[src/shared/pcfe_pkg.sv]
// Purpose: constants and types for the checksummed command front end
// Assumes: 8-bit characters, 32-bit AXI4-Lite register bus
// Notes: all codes, offsets and fields are named here once
package pcfe_pkg;
  localparam logic [7:0] ACK_CODE = 8'h06;
  localparam logic [7:0] NAK_CODE = 8'h15;
  localparam logic [7:0] LF_CODE = 8'h0A;
  localparam logic [7:0] CR_CODE = 8'h0D;
  localparam logic [7:0] GLOBAL_CODE = 8'h2A;
  localparam logic [7:0] SEAL_BIT = 8'h80;
  localparam logic [7:0] LOW7_MASK = 8'h7F;
  localparam logic [7:0] NAME_RST = 8'h41;
  // Body text that leaves addressed mode
  localparam logic [31:0] LEAVE_TEXT = 32'h50593D30;
  localparam logic [2:0] LEAVE_LEN = 3'h4;
  localparam logic [2:0] POS_MAX = 3'h7;
  localparam logic [7:0] REG_CTRL = 8'h00;
  localparam logic [7:0] REG_NAME = 8'h04;
  localparam logic [7:0] REG_STATUS = 8'h08;
  localparam logic [7:0] REG_IRQ_STAT = 8'h0C;
  localparam logic [7:0] REG_IRQ_MASK = 8'h10;
  localparam int CTRL_CHECK = 0;
  localparam int CTRL_ADDR = 1;
  localparam int CTRL_ECHO_LSB = 2;
  localparam int STAT_CS_LSB = 8;
  localparam logic [1:0] ECHO_RST = 2'h0;
  localparam logic [1:0] ECHO_SILENT = 2'h2;
  localparam int IRQ_ACC = 0;
  localparam int IRQ_REJ = 1;
  localparam int IRQ_MODE = 2;
  localparam int IRQ_W = 3;
  localparam logic [1:0] RESP_OKAY = 2'h0;
  localparam logic [1:0] RESP_SLVERR = 2'h2;
  typedef struct packed {
    logic valid;
    logic [7:0] data;
  } pcfe_char_t;
  typedef enum logic [1:0] {
    ST_START = 2'b00,
    ST_BODY = 2'b01,
    ST_SKIP = 2'b10
  } pcfe_state_t;
endpackage

[src/verilog/pcfe_frontend.sv]
// Purpose: checksummed, addressed command line front end
// Assumes: one rx character per valid cycle; interpreter replies after cmd_end
// Notes: AXI4-Lite control, sticky interrupts, one-character holdback
// What this block does
// - checksum is negated sum with bit 7 set
// - running checksum clears per command, adds characters
// - terminator with checking tests low seven bits
// - nonzero low bits: discard command, send NAK
// - zero low bits: accept, send ACK instead
// - compare own name case-sensitively with prefix
// - first line feed at a line start turns addressed mode on
// - asterisk prefix: all execute, none reply
// - mode-off command, named or global, leaves addressed mode
// - in addressed mode only the named unit sends print replies
// - ACK is 06h, NAK is 15h
// - checksum covers name and body, not terminator
// - line feed ends addressed lines, else CR
//
// Added by the designer: the AXI4-Lite slave port and the register offsets.
`timescale 1ns/1ps
`default_nettype none
module pcfe_frontend #(
  parameter int ADDR_W = 8
) (
  input wire logic aclk, // Clock, 20 MHz
  input wire logic aresetn, // Sync reset, low
  input wire logic [ADDR_W-1:0] s_axi_awaddr, // Write address
  input wire logic s_axi_awvalid, // Write address valid
  output logic s_axi_awready, // Write address ready
  input wire logic [31:0] s_axi_wdata, // Write data
  input wire logic [3:0] s_axi_wstrb, // Write strobes
  input wire logic s_axi_wvalid, // Write data valid
  output logic s_axi_wready, // Write data ready
  output logic [1:0] s_axi_bresp, // Write response
  output logic s_axi_bvalid, // Write response valid
  input wire logic s_axi_bready, // Write response ready
  input wire logic [ADDR_W-1:0] s_axi_araddr, // Read address
  input wire logic s_axi_arvalid, // Read address valid
  output logic s_axi_arready, // Read address ready
  output logic [31:0] s_axi_rdata, // Read data
  output logic [1:0] s_axi_rresp, // Read response
  output logic s_axi_rvalid, // Read data valid
  input wire logic s_axi_rready, // Read data ready
  input wire pcfe_pkg::pcfe_char_t rx_char, // Received character
  output pcfe_pkg::pcfe_char_t cmd_char, // Command body character
  output logic cmd_end, // Line finished, pulse
  output logic cmd_ok, // Line accepted, with cmd_end
  input wire pcfe_pkg::pcfe_char_t reply_char, // Reply character
  input wire logic reply_last, // Last reply character
  output logic reply_ready, // Reply character taken
  output pcfe_pkg::pcfe_char_t tx_char, // Character to send
  input wire logic tx_ready, // Transmitter takes tx_char
  output logic irq // Interrupt, level
);
  function automatic logic [7:0] seal(input logic [7:0] s);
    seal = (~s + 8'h01) | pcfe_pkg::SEAL_BIT;
  endfunction

  function automatic logic [7:0] leave_char(input logic [2:0] p);
    leave_char = pcfe_pkg::LEAVE_TEXT[8'(31 - 8 * int'(p)) -: 8];
  endfunction

  // Registers
  logic line_check_enable;
  logic addressed_mode_sel;
  logic [1:0] echo_behaviour_sel;
  logic [7:0] unit_name;
  logic [pcfe_pkg::IRQ_W-1:0] irq_stat;
  logic [pcfe_pkg::IRQ_W-1:0] irq_mask;

  // Bus state
  logic aw_got;
  logic w_got;
  logic [ADDR_W-1:0] aw_addr;
  logic [31:0] w_data;
  logic [3:0] w_strb;

  // Line state
  pcfe_pkg::pcfe_state_t state;
  pcfe_pkg::pcfe_state_t next_state;
  logic global_line;
  logic held_valid;
  logic [7:0] held;
  logic [2:0] lv_pos;
  logic lv_bad;

  // Transmit state
  logic ack_pend;
  logic [7:0] ack_code;
  logic reply_allow;
  logic cs_pend;
  logic [7:0] cs_code;

  // Checksum wires
  logic [7:0] rx_sum;
  logic [7:0] tx_sum;
  logic [7:0] tx_sum_next;

  // Bus decode
  wire do_wr;
  wire [7:0] wr_off;
  wire [7:0] rd_off;
  wire wr_hit;
  wire rd_hit;
  wire wr_ctrl;
  wire wr_name;
  wire wr_stat;
  wire wr_mask;
  wire lane0;
  wire [31:0] rd_mux;
  wire ar_take;

  assign do_wr = aw_got && w_got && !s_axi_bvalid;
  assign wr_off = 8'(aw_addr);
  assign rd_off = 8'(s_axi_araddr);
  assign lane0 = w_strb[0];
  assign wr_ctrl = do_wr && lane0 && (wr_off == pcfe_pkg::REG_CTRL);
  assign wr_name = do_wr && lane0 && (wr_off == pcfe_pkg::REG_NAME);
  assign wr_stat = do_wr && lane0 && (wr_off == pcfe_pkg::REG_IRQ_STAT);
  assign wr_mask = do_wr && lane0 && (wr_off == pcfe_pkg::REG_IRQ_MASK);
  assign wr_hit = (wr_off == pcfe_pkg::REG_CTRL) || (wr_off == pcfe_pkg::REG_NAME)
    || (wr_off == pcfe_pkg::REG_STATUS) || (wr_off == pcfe_pkg::REG_IRQ_STAT)
    || (wr_off == pcfe_pkg::REG_IRQ_MASK);
  assign rd_hit = (rd_off == pcfe_pkg::REG_CTRL) || (rd_off == pcfe_pkg::REG_NAME)
    || (rd_off == pcfe_pkg::REG_STATUS) || (rd_off == pcfe_pkg::REG_IRQ_STAT)
    || (rd_off == pcfe_pkg::REG_IRQ_MASK);
  assign s_axi_awready = !aw_got;
  assign s_axi_wready = !w_got;
  assign s_axi_arready = !s_axi_rvalid;
  assign ar_take = s_axi_arvalid && s_axi_arready;
  assign rd_mux =
    (rd_off == pcfe_pkg::REG_CTRL) ? {28'h0000000, echo_behaviour_sel,
      addressed_mode_sel, line_check_enable} :
    (rd_off == pcfe_pkg::REG_NAME) ? {24'h000000, unit_name} :
    (rd_off == pcfe_pkg::REG_STATUS) ? {16'h0000, rx_sum, 6'h00, state} :
    (rd_off == pcfe_pkg::REG_IRQ_STAT) ? {29'h00000000, irq_stat} :
    (rd_off == pcfe_pkg::REG_IRQ_MASK) ? {29'h00000000, irq_mask} :
    32'h00000000;

  // Receive decode
  wire rx_take;
  wire [7:0] rx_d;
  wire is_lf;
  wire is_cr;
  wire is_term;
  wire at_start;
  wire lf_activate;
  wire name_own;
  wire name_all;
  wire body_char;
  wire finish;
  wire line_ok;
  wire lv_hit;
  wire lv_clear;
  wire rx_clear;
  wire rx_add;
  wire fwd_held;
  wire send_answer;

  assign rx_take = rx_char.valid;
  assign rx_d = rx_char.data;
  assign is_lf = rx_d == pcfe_pkg::LF_CODE;
  assign is_cr = rx_d == pcfe_pkg::CR_CODE;
  assign is_term = addressed_mode_sel ? is_lf : is_cr;
  assign at_start = state == pcfe_pkg::ST_START;
  assign lf_activate = rx_take && at_start && !addressed_mode_sel && is_lf;
  assign name_own = rx_d == unit_name;
  assign name_all = rx_d == pcfe_pkg::GLOBAL_CODE;
  assign body_char = rx_take && (state == pcfe_pkg::ST_BODY) && !is_term;
  assign finish = rx_take && (state == pcfe_pkg::ST_BODY) && is_term;
  // Low seven bits only, bit 7 being the sender's seal
  assign line_ok = !line_check_enable
    || ((rx_sum & pcfe_pkg::LOW7_MASK) == 8'h00);
  assign lv_hit = !lv_bad && (lv_pos == (pcfe_pkg::LEAVE_LEN
    + 3'(line_check_enable)));
  assign lv_clear = finish && line_ok && lv_hit && addressed_mode_sel;
  // Start of line loads the first counted character; terminator never added
  assign rx_clear = rx_take && at_start;
  assign rx_add = rx_take && !is_term && !(at_start && !addressed_mode_sel && is_lf)
    && (state != pcfe_pkg::ST_SKIP);
  // Held character is the checksum when checking, so it is dropped
  assign fwd_held = held_valid && (body_char || (finish && !line_check_enable));
  assign send_answer = finish && line_check_enable && !global_line
    && (echo_behaviour_sel != pcfe_pkg::ECHO_SILENT);

  always_comb
  begin
    next_state = state;
    case (state)
      pcfe_pkg::ST_START:
      begin
        if (rx_take && !is_term && !is_lf)
        begin
          if (!addressed_mode_sel || name_own || name_all)
            next_state = pcfe_pkg::ST_BODY;
          else
            next_state = pcfe_pkg::ST_SKIP;
        end
      end
      pcfe_pkg::ST_BODY:
      begin
        if (rx_take && is_term)
          next_state = pcfe_pkg::ST_START;
      end
      pcfe_pkg::ST_SKIP:
      begin
        if (rx_take && is_term)
          next_state = pcfe_pkg::ST_START;
      end
      default:
        next_state = pcfe_pkg::ST_START;
    endcase
  end

  pcfe_sum u_rx_sum (
    .aclk(aclk),
    .aresetn(aresetn),
    .clear(rx_clear),
    .add(rx_add),
    .din(rx_d),
    .sum(rx_sum),
    .sum_next()
  );

  always_ff @(posedge aclk)
  begin
    if (!aresetn)
      state <= pcfe_pkg::ST_START;
    else
      state <= next_state;
  end

  // Name prefix decides who the line is for
  always_ff @(posedge aclk)
  begin
    if (!aresetn)
      global_line <= 1'b0;
    else if (rx_take && at_start)
      global_line <= addressed_mode_sel && name_all;
  end

  // One-character holdback hides the checksum from the interpreter
  always_ff @(posedge aclk)
  begin
    if (!aresetn)
      held_valid <= 1'b0;
    else if (finish || (rx_take && at_start && addressed_mode_sel))
      held_valid <= 1'b0;
    else if (body_char || (rx_take && at_start && !is_cr && !is_lf))
      held_valid <= 1'b1;
  end

  always_ff @(posedge aclk)
  begin
    if (!aresetn)
      held <= 8'h00;
    else if (body_char || (rx_take && at_start))
      held <= rx_d;
  end

  // Matcher for the body text that leaves addressed mode
  wire lv_first;
  wire lv_step;
  assign lv_first = rx_take && at_start && !addressed_mode_sel && !is_cr && !is_lf;
  assign lv_step = body_char || lv_first;

  always_ff @(posedge aclk)
  begin
    if (!aresetn)
    begin
      lv_pos <= 3'h0;
      lv_bad <= 1'b0;
    end
    else if (rx_take && at_start && !lv_first)
    begin
      lv_pos <= 3'h0;
      lv_bad <= 1'b0;
    end
    else if (lv_step)
    begin
      if (lv_pos != pcfe_pkg::POS_MAX)
        lv_pos <= lv_pos + 3'h1;
      if (lv_pos < pcfe_pkg::LEAVE_LEN && rx_d != leave_char(lv_pos))
        lv_bad <= 1'b1;
      if (lv_first)
      begin
        lv_pos <= 3'h1;
        lv_bad <= rx_d != leave_char(3'h0);
      end
    end
  end

  always_ff @(posedge aclk)
  begin
    if (!aresetn)
    begin
      cmd_char <= '0;
      cmd_end <= 1'b0;
      cmd_ok <= 1'b0;
    end
    else
    begin
      cmd_char.valid <= fwd_held;
      cmd_char.data <= held;
      cmd_end <= finish;
      cmd_ok <= finish && line_ok;
    end
  end

  // Transmit path: answer code, then reply, then reply checksum
  wire tx_free;
  wire ack_send;
  wire cs_send;
  wire rep_take;
  wire rep_drop;
  assign tx_free = !tx_char.valid || tx_ready;
  assign ack_send = tx_free && ack_pend;
  assign cs_send = tx_free && !ack_pend && cs_pend;
  assign rep_take = reply_char.valid && reply_allow && tx_free && !ack_pend && !cs_pend;
  assign rep_drop = reply_char.valid && !reply_allow;
  assign reply_ready = !reply_allow || (tx_free && !ack_pend && !cs_pend);

  pcfe_sum u_tx_sum (
    .aclk(aclk),
    .aresetn(aresetn),
    .clear(rep_take && reply_last),
    .add(rep_take && !reply_last),
    .din(reply_char.data),
    .sum(tx_sum),
    .sum_next(tx_sum_next)
  );

  always_ff @(posedge aclk)
  begin
    if (!aresetn)
    begin
      ack_pend <= 1'b0;
      ack_code <= pcfe_pkg::ACK_CODE;
    end
    else if (send_answer)
    begin
      ack_pend <= 1'b1;
      ack_code <= line_ok ? pcfe_pkg::ACK_CODE : pcfe_pkg::NAK_CODE;
    end
    else if (ack_send)
      ack_pend <= 1'b0;
  end

  // Replies only for an accepted line that named this unit alone or came outside addressed mode
  always_ff @(posedge aclk)
  begin
    if (!aresetn)
      reply_allow <= 1'b0;
    else if (finish)
      reply_allow <= line_ok && !global_line;
    else if ((rep_take || rep_drop) && reply_last)
      reply_allow <= 1'b0;
  end

  always_ff @(posedge aclk)
  begin
    if (!aresetn)
    begin
      cs_pend <= 1'b0;
      cs_code <= 8'h00;
    end
    else if (rep_take && reply_last && line_check_enable)
    begin
      cs_pend <= 1'b1;
      cs_code <= seal(tx_sum_next);
    end
    else if (cs_send)
      cs_pend <= 1'b0;
  end

  always_ff @(posedge aclk)
  begin
    if (!aresetn)
      tx_char <= '0;
    else if (ack_send)
      tx_char <= '{valid: 1'b1, data: ack_code};
    else if (cs_send)
      tx_char <= '{valid: 1'b1, data: cs_code};
    else if (rep_take)
      tx_char <= '{valid: 1'b1, data: reply_char.data};
    else if (tx_ready)
      tx_char.valid <= 1'b0;
  end

  // Control registers; hardware mode changes win over software
  always_ff @(posedge aclk)
  begin
    if (!aresetn)
    begin
      line_check_enable <= 1'b0;
      echo_behaviour_sel <= pcfe_pkg::ECHO_RST;
      unit_name <= pcfe_pkg::NAME_RST;
      irq_mask <= '0;
    end
    else
    begin
      if (wr_ctrl)
      begin
        line_check_enable <= w_data[pcfe_pkg::CTRL_CHECK];
        echo_behaviour_sel <= w_data[pcfe_pkg::CTRL_ECHO_LSB +: 2];
      end
      if (wr_name)
        unit_name <= w_data[7:0];
      if (wr_mask)
        irq_mask <= w_data[pcfe_pkg::IRQ_W-1:0];
    end
  end

  always_ff @(posedge aclk)
  begin
    if (!aresetn)
      addressed_mode_sel <= 1'b0;
    else if (lf_activate)
      addressed_mode_sel <= 1'b1;
    else if (lv_clear)
      addressed_mode_sel <= 1'b0;
    else if (wr_ctrl)
      addressed_mode_sel <= w_data[pcfe_pkg::CTRL_ADDR];
  end

  // Sticky events; a new event beats a same-cycle clear
  wire [pcfe_pkg::IRQ_W-1:0] irq_set;
  wire [pcfe_pkg::IRQ_W-1:0] irq_clr;
  assign irq_set[pcfe_pkg::IRQ_ACC] = finish && line_ok;
  assign irq_set[pcfe_pkg::IRQ_REJ] = finish && !line_ok;
  assign irq_set[pcfe_pkg::IRQ_MODE] = lf_activate || lv_clear;
  assign irq_clr = wr_stat ? w_data[pcfe_pkg::IRQ_W-1:0] : '0;
  assign irq = |(irq_stat & irq_mask);

  always_ff @(posedge aclk)
  begin
    if (!aresetn)
      irq_stat <= '0;
    else
      irq_stat <= irq_set | (irq_stat & ~irq_clr);
  end

  // AXI4-Lite write side: address and data taken in either order
  always_ff @(posedge aclk)
  begin
    if (!aresetn)
    begin
      aw_got <= 1'b0;
      w_got <= 1'b0;
      aw_addr <= '0;
      w_data <= 32'h00000000;
      w_strb <= 4'h0;
    end
    else if (do_wr)
    begin
      aw_got <= 1'b0;
      w_got <= 1'b0;
    end
    else
    begin
      if (s_axi_awvalid && !aw_got)
      begin
        aw_got <= 1'b1;
        aw_addr <= s_axi_awaddr;
      end
      if (s_axi_wvalid && !w_got)
      begin
        w_got <= 1'b1;
        w_data <= s_axi_wdata;
        w_strb <= s_axi_wstrb;
      end
    end
  end

  always_ff @(posedge aclk)
  begin
    if (!aresetn)
    begin
      s_axi_bvalid <= 1'b0;
      s_axi_bresp <= pcfe_pkg::RESP_OKAY;
    end
    else if (do_wr)
    begin
      s_axi_bvalid <= 1'b1;
      s_axi_bresp <= wr_hit ? pcfe_pkg::RESP_OKAY : pcfe_pkg::RESP_SLVERR;
    end
    else if (s_axi_bready)
      s_axi_bvalid <= 1'b0;
  end

  always_ff @(posedge aclk)
  begin
    if (!aresetn)
    begin
      s_axi_rvalid <= 1'b0;
      s_axi_rdata <= 32'h00000000;
      s_axi_rresp <= pcfe_pkg::RESP_OKAY;
    end
    else if (ar_take)
    begin
      s_axi_rvalid <= 1'b1;
      s_axi_rdata <= rd_mux;
      s_axi_rresp <= rd_hit ? pcfe_pkg::RESP_OKAY : pcfe_pkg::RESP_SLVERR;
    end
    else if (s_axi_rready)
      s_axi_rvalid <= 1'b0;
  end
endmodule
`default_nettype wire

[src/verilog/pcfe_sum.sv]
// Purpose: 8-bit additive checksum accumulator
// Assumes: clear and add may come together, giving a fresh start at din
// Notes: sum_next shows the sum with din included
`timescale 1ns/1ps
`default_nettype none
module pcfe_sum (
  input wire logic aclk, // Clock
  input wire logic aresetn, // Sync reset, low
  input wire logic clear, // Restart from zero
  input wire logic add, // Add din
  input wire logic [7:0] din, // Character code
  output logic [7:0] sum, // Running sum
  output logic [7:0] sum_next // Sum plus din
);
  wire [7:0] base;
  assign base = clear ? 8'h00 : sum;
  assign sum_next = sum + din;
  always_ff @(posedge aclk)
  begin
    if (!aresetn)
      sum <= 8'h00;
    else if (clear || add)
      sum <= base + (add ? din : 8'h00);
  end
endmodule
`default_nettype wire
[config.mk]
export PLATFORM = sky130hd
export DESIGN_NAME = pcfe_frontend
export DESIGN_NICKNAME = d
export VERILOG_FILES = /design/src/shared/pcfe_pkg.sv /design/src/verilog/pcfe_frontend.sv /design/src/verilog/pcfe_sum.sv
export SDC_FILE = /design/constraint.sdc
export NUM_CORES = 1
export LEC_CHECK = 0
export BUFFER_PORTS_ARGS = -buffer_cell sky130_fd_sc_hd__buf_4
export CAP_MARGIN = 20
export CELL_PAD_IN_SITES_DETAIL_PLACEMENT = 0
export CELL_PAD_IN_SITES_GLOBAL_PLACEMENT = 1
export CORE_ASPECT_RATIO = 1.1
export CORE_MARGIN = 1
export CORE_UTILIZATION = 36
export DETAILED_ROUTE_END_ITERATION = 10
export PLACE_DENSITY = 0.72
export SYNTH_ARGS = -nofsm -noshare
export SYNTH_HDL_FRONTEND = slang
export SYNTH_SLANG_ARGS = --single-unit
[constraint.sdc]
create_clock -name aclk -period 3.1 [get_ports aclk]
set_input_delay 0.62 -clock aclk [delete_from_list [all_inputs] [get_ports aclk]]
set_output_delay 0.62 -clock aclk [all_outputs]
set_load 0.05 [all_outputs]
---- After elaboration in Yosys (flattened, before gate mapping) ----
Index checks and enable logic that the tools add are counted.
cells by class
  $add $sub $neg .......................... 7
  $lt $le $gt $ge ......................... 1
  eq/ne operators ......................... 22
  shifts and indexed selects .............. 1
  mux-type cells .......................... 40
  bitwise gates (word level) .............. 7
  reductions and logical operators ........ 120
operators with widths
  cell                                                        number
  logical AND 1 bit                                           55
  equality test 8 x 4 -> 1 bit (second input constant)        6
  two-way mux 16 bit                                          3
  two-way mux 8 bit                                           5
  indexed part select 39 x 7 -> 8 bit (first input constant)  1
  zero test 8 bit                                             3
  logical OR 1 bit                                            22
  zero test 1 bit                                             19
  two-way mux 1 bit                                           18
  two-way mux 9 bit                                           2
  adder 8 bit                                                 2
  equality test 8 x 3 -> 1 bit (second input constant)        2
  equality test 8 x 5 -> 1 bit (second input constant)        2
  two-way mux 3 bit                                           5
  nonzero test 2 bit                                          7
  two-way mux 2 bit                                           5
  AND reduction 2 bit                                         5
  equality test 8 x 6 -> 1 bit (second input constant)        1
  equality test 8 bit                                         1
  != test 8 x 7 -> 1 bit (second input constant)              1
  != test 8 bit                                               1
  OR reduction 2 bit                                          4
  adder 7 x 1 -> 7 bit (second input constant)                1
  adder 7 bit                                                 1
  other kinds (21)                                            26
word-level totals
  bits in registers ....................... 146
  input port bits ......................... 79
  output and inout port bits .............. 63
  word-level logic and storage cells ...... 233

---- Logic depth before layout (Yosys ltp) ----
  depth after elaboration ................. 9
  depth in mapped cells ................... 16

---- By module ----
A second synthesis with hierarchy kept.
unflattened totals
  cells, all modules ...................... 806
  area, all modules ....................... 6887.9 sq um
modules (own cells, without submodules)
  module               times used  cells an instance  area each (sq um)  seq. area each (sq um)
  pcfe_frontend        1           550                4880.9             2122.0
  pcfe_sum (u_tx_sum)  1           128                1041.0             160.2
  pcfe_sum (u_rx_sum)  1           128                965.9              160.2

---- Worst setup path before layout ----
No wires, ideal clock.
  kind .................................... input to register
  start ................................... in rx_char[1] (netlist name)
  end ..................................... reg u_rx_sum.sum[7]
  setup time .............................. 0.138 ns
  arrival time ............................ 3.196 ns
  required time ........................... 2.962 ns
  setup slack ............................. -0.234 ns
  cell stages on the path ................. 13
  path buffers ............................ 2
  path through ............................ clkbuf_1 -> or3b_2 -> o21ai_0 -> a21oi_1 -> clkbuf_1 -> and2_1 -> ha_1 -> a21o_1 -> a21oi_1 -> a32oi_1 -> nor3b_1 -> o21ai_0 -> a41oi_1
between the ends
  longest elaborated chain between the ends .. 8
  elaborated cells between the ends (all ways) .. 12
  classes of those cells .................. add/sub (1); eq/ne (2); mux (2); reduce/logical (7)
ends and longest elaborated chain
  what                                                    line                                        text
  start: declaration                                      pcfe_frontend.sv:44                         input wire pcfe_pkg::pcfe_char_t rx_char,
  equality test 8 x 4 -> 1 bit, on equally long branches  pcfe_frontend.sv:163, pcfe_frontend.sv:162
  two-way mux 1 bit                                       pcfe_frontend.sv:164                        assign is_term = addressed_mode_sel ? is_lf : is_cr;
  zero test 1 bit                                         pcfe_frontend.sv:179                        assign rx_add = rx_take && !is_term && !(at_start && !addressed_mode_sel && is_lf)
  logical AND 1 bit (2 in series)                         pcfe_frontend.sv:179
  logical AND 1 bit                                       pcfe_frontend.sv:180                        && (state != pcfe_pkg::ST_SKIP);
  two-way mux 8 bit                                       pcfe_sum.sv:23                              sum <= base + (add ? din : 8'h00);
  adder 8 bit                                             pcfe_sum.sv:23
  end signal: assignment                                  pcfe_sum.sv:23
  end: declaration                                        pcfe_sum.sv:12                              output logic [7:0] sum,
Several ways; a longest one is shown, not always the timed one.
A chain may end at the register's enable or synchronous reset.

---- Worst setup path after layout ----
Same ends and word-level chain as after synthesis.

==> qor_table.md <==
| Parameter | Reported |
|:---|:---|
| Outcome | completed |
| Wire length of the first global-routing pass | 27,400 um |
| Worst Tran Pin Value | 0.848 ns |
| Yosys top cell by area | dfxtp_1 |
| Peak supply drop | 0.395 mV |
| Final core area utilization | 0.478 |
| Number of slew-limit violations in the final report | 0 |
| Sum of routed wire segments on met1 | 7130 um |
| Count of different cell masters after synthesis | 68 |
| Share of synthesized area occupied by flip-flops and latches | 0.381 |
| TritonCTS sink count | 121 |
| TritonCTS clock tree | built |
| Fraction of synthesized cell area taken by the top area cell type | 0.381 |
| Synthesized area divided by synthesized cell count | 8.36 um^2 |
| Port Buf Inserts | 96 |
| Detailed route wirelength on metal2 | 8780 um |
| Number of cells produced by synthesis | 760 |
| Clock latency on the worst-skew pair | 0.42 ns |
| # hold bufs at CTS | 0 |
| RD Place Congestion | 0.850 |
| Worst setup slack before clock tree synthesis | -0.316 ns |
| GR Util All Layers | 0.193 |
| Aggregate negative setup slack | 0 ns |
| Uppermost metal layer occupied by signal nets | met4 |
| Die span in y | 141 um |
| Worst Skew | 0.0140 ns |
| Placed wire-length estimate | 12,600 um |
| Total gr overflow | 0 |
| Drc violations | 0 |
| Final hold violation count | 0 |
| Achievable Freq | 0.348 GHz |
| Mean number of vias per cell | 4.99 |
| Total of warnings raised by yosys | 0 |
| CTS H-tree depth | 4 |
| Leakage power summed over all cells | 0.00370 uW |
| Hold slack | 0.388 ns |
| Non-Filler Instances | 1,128 |
| Die span in x | 129 um |
| Worst relative slew slack | 0.433 |
| Synth cell count leaders | 121 x dfxtp_1, 84 x nand2_1, 82 x nor2_1, 58 x a21oi_1, 42 x mux2i_1 |
| Area of the die | 18,200 um^2 |
| Drt wl/cell | 14.8 um |
| Cell area after synthesis | 6350 um^2 |
| Number of core rows | 50 |
| Area growth from synthesis to final layout | 29.0% |
| Clock Root Buffer | clkbuf_16 |
| Via count of the first global-routing pass | 5,649 |
| Proportion of layout cells with a drive suffix above 1 | 0.225 |
| Layout Nets | 988 |
| Share of synthesized flip-flops with an asynchronous set or reset | 0 |
| WP data arrival | 3.21 ns |
| Share of the cycle needed by the critical path after routing | 0.927 |
| Worst setup EP type | flip-flop |
| Final Critical Period | 2.87 ns |
| Number of register bits inferred by synthesis | 121 |
| Leading cell types by total area after synthesis | dfxtp_1 38%, mux2i_1 6.6%, nand2_1 5.0% |
| Routed wire length | 16,700 um |
| Count leader, synth | dfxtp_1 |
| Required time of the worst setup path | 3.44 ns |
| Unrepaired setup endpoints after global routing | false |
| EDFF count, synth | 0 |
| ANT cells | 0 |
| Post-route ant nets | 0 |
| Clock edge transition at the registers on the reported setup and hold paths | 0.06 ns |
| Violation count after the first detailed-route iteration | 222 |
| Startpoint-to-endpoint class of the critical path | primary input to flip-flop |
| Most frequently used flop master after synthesis | dfxtp_1 |
| Placed Cells incl. Taps | 1,095 |
| Crit-path max FO | 5 |
| First-pass iteration count of the detailed router | 4 |
| Final setup violation count | 0 |
| Initial antenna violation count | 0 |
| Max-cap violation count | 0 |
| Kind of start point of the critical path | primary input |
| Final setup slack of the worst path | 0.226 ns |
| Core box area | 17,100 um^2 |
| Maximum root-to-sink buffer count | 2 |
| Path type of the worst min-delay path | primary input to flip-flop |
| Initial Util | 0.371 |
| Count of vias placed by the detailed router | 5,634 |
| Routed wl met3 | 567 um |
| Cell Pwr Density | 529 nW/um^2 |
| Largest net degree at the start of global routing | 59 |
| Total CTS buffers | 17 |
| Count of boundary I/O pins | 142 |
| Number of inserted filler cells in the final layout | 1,732 |
## layout by cell type, fill, tap and decap left out, types with 8 or more instances in the layout
cell | synthesis | routed
buf_4 | 18 | 142
dfxtp_1 | 121 | 120
nand2_1 | 84 | 83
nor2_1 | 82 | 82
a21oi_1 | 58 | 56
mux2i_1 | 42 | 42
and2_1 | 41 | 40
o21ai_0 | 32 | 31
nand3_1 | 27 | 27
inv_1 | 23 | 23
ha_1 | 25 | 23
conb_1 | 1 | 18
clkbuf_16 | 0 | 17
xor2_1 | 16 | 16
a22oi_1 | 13 | 13
nor3_1 | 11 | 11
nor2b_1 | 9 | 8
## layout make-up
class	count	area (um^2)	area share
Inverter	24	90.1	0.0110
Sequential cell	121	2420	0.296
Timing Repair Buffer	143	1090	0.132
Clock buffer	19	453	0.0552
Tap cell	234	293	0.0357
Multi-Input combinational cell	574	3660	0.447
Clock inverter	13	190	0.0232
## critical path, cell delays in order
cell and delay, ns:
buf_4 0.13, or4bb_1 0.53, o21ai_1 0.14, a21oi_2 0.12
buf_4 0.15, and2_1 0.15, ha_1 0.33, nand4_1 0.17
a32oi_4 0.36, mux2i_1 0.24, nand2b_1 0.07, a41oi_1 0.19
## state kept, by name (all words and copies together) (netlist names), 3 cells and up
register,flops
cmd_char,9
tx_char,9
w_data,8
aw_addr,8
unit_name,8
s_axi_rdata,16
lv_pos,3
cs_code,8
u_tx_sum.sum,7
u_rx_sum.sum,8
irq_stat,3
held,8
irq_mask,3
## cells by family after synthesis
logic type / synth area share
compound gates: 0.154
xor+xnor: 0.0317
fa+ha+maj: 0.0587
buf+inv: 0.0608
flops: 0.381
mux: 0.0679
other cells: 0.000590
simple gates: 0.245
## layer usage
layer / global-route usage / vias to the layer above
met5: 0 / -
met4: 0.0675 / 0
met3: 0.0411 / 26
met2: 0.350 / 103
met1: 0.220 / 2654
li1: - / 2851
## path summary, 6_finish.rpt
| check | depth (start not counted) | to | slack (ns) | from |
|---|---|---|---|---|
| max reg2reg | 11 | u_rx_sum.sum[7] | 0.25 | addressed_mode_sel |
| min | 2 | s_axi_rvalid | 0.39 | s_axi_rready |
| min reg2reg | 2 | ack_code[0] | 0.44 | ack_code[0] |
| max | 12 | u_rx_sum.sum[7] | 0.23 | rx_char[1] |
## metrics by stage
step	total power, uW	area (um^2)
2_1_floorplan	2050	6450
3_3_place_gp	2210	7520
3_5_place_dp	2220	7520
4_1_cts	4380	8170
5_1_grt	4510	8200
6_report	4330	8200
## where the power goes
part / internal (uW) / switching [uW]
Sequential: 1610 / 41.6
Combinational: 210 / 333
Clock: 1400 / 744
Total: 3220 / 1120
## repair_timing
item,4_1_cts,5_1_grt
resized for setup,0,6
setup buffers,0,1
setup endpoints to repair,0,4
Power figures use the tool's default switching activity.
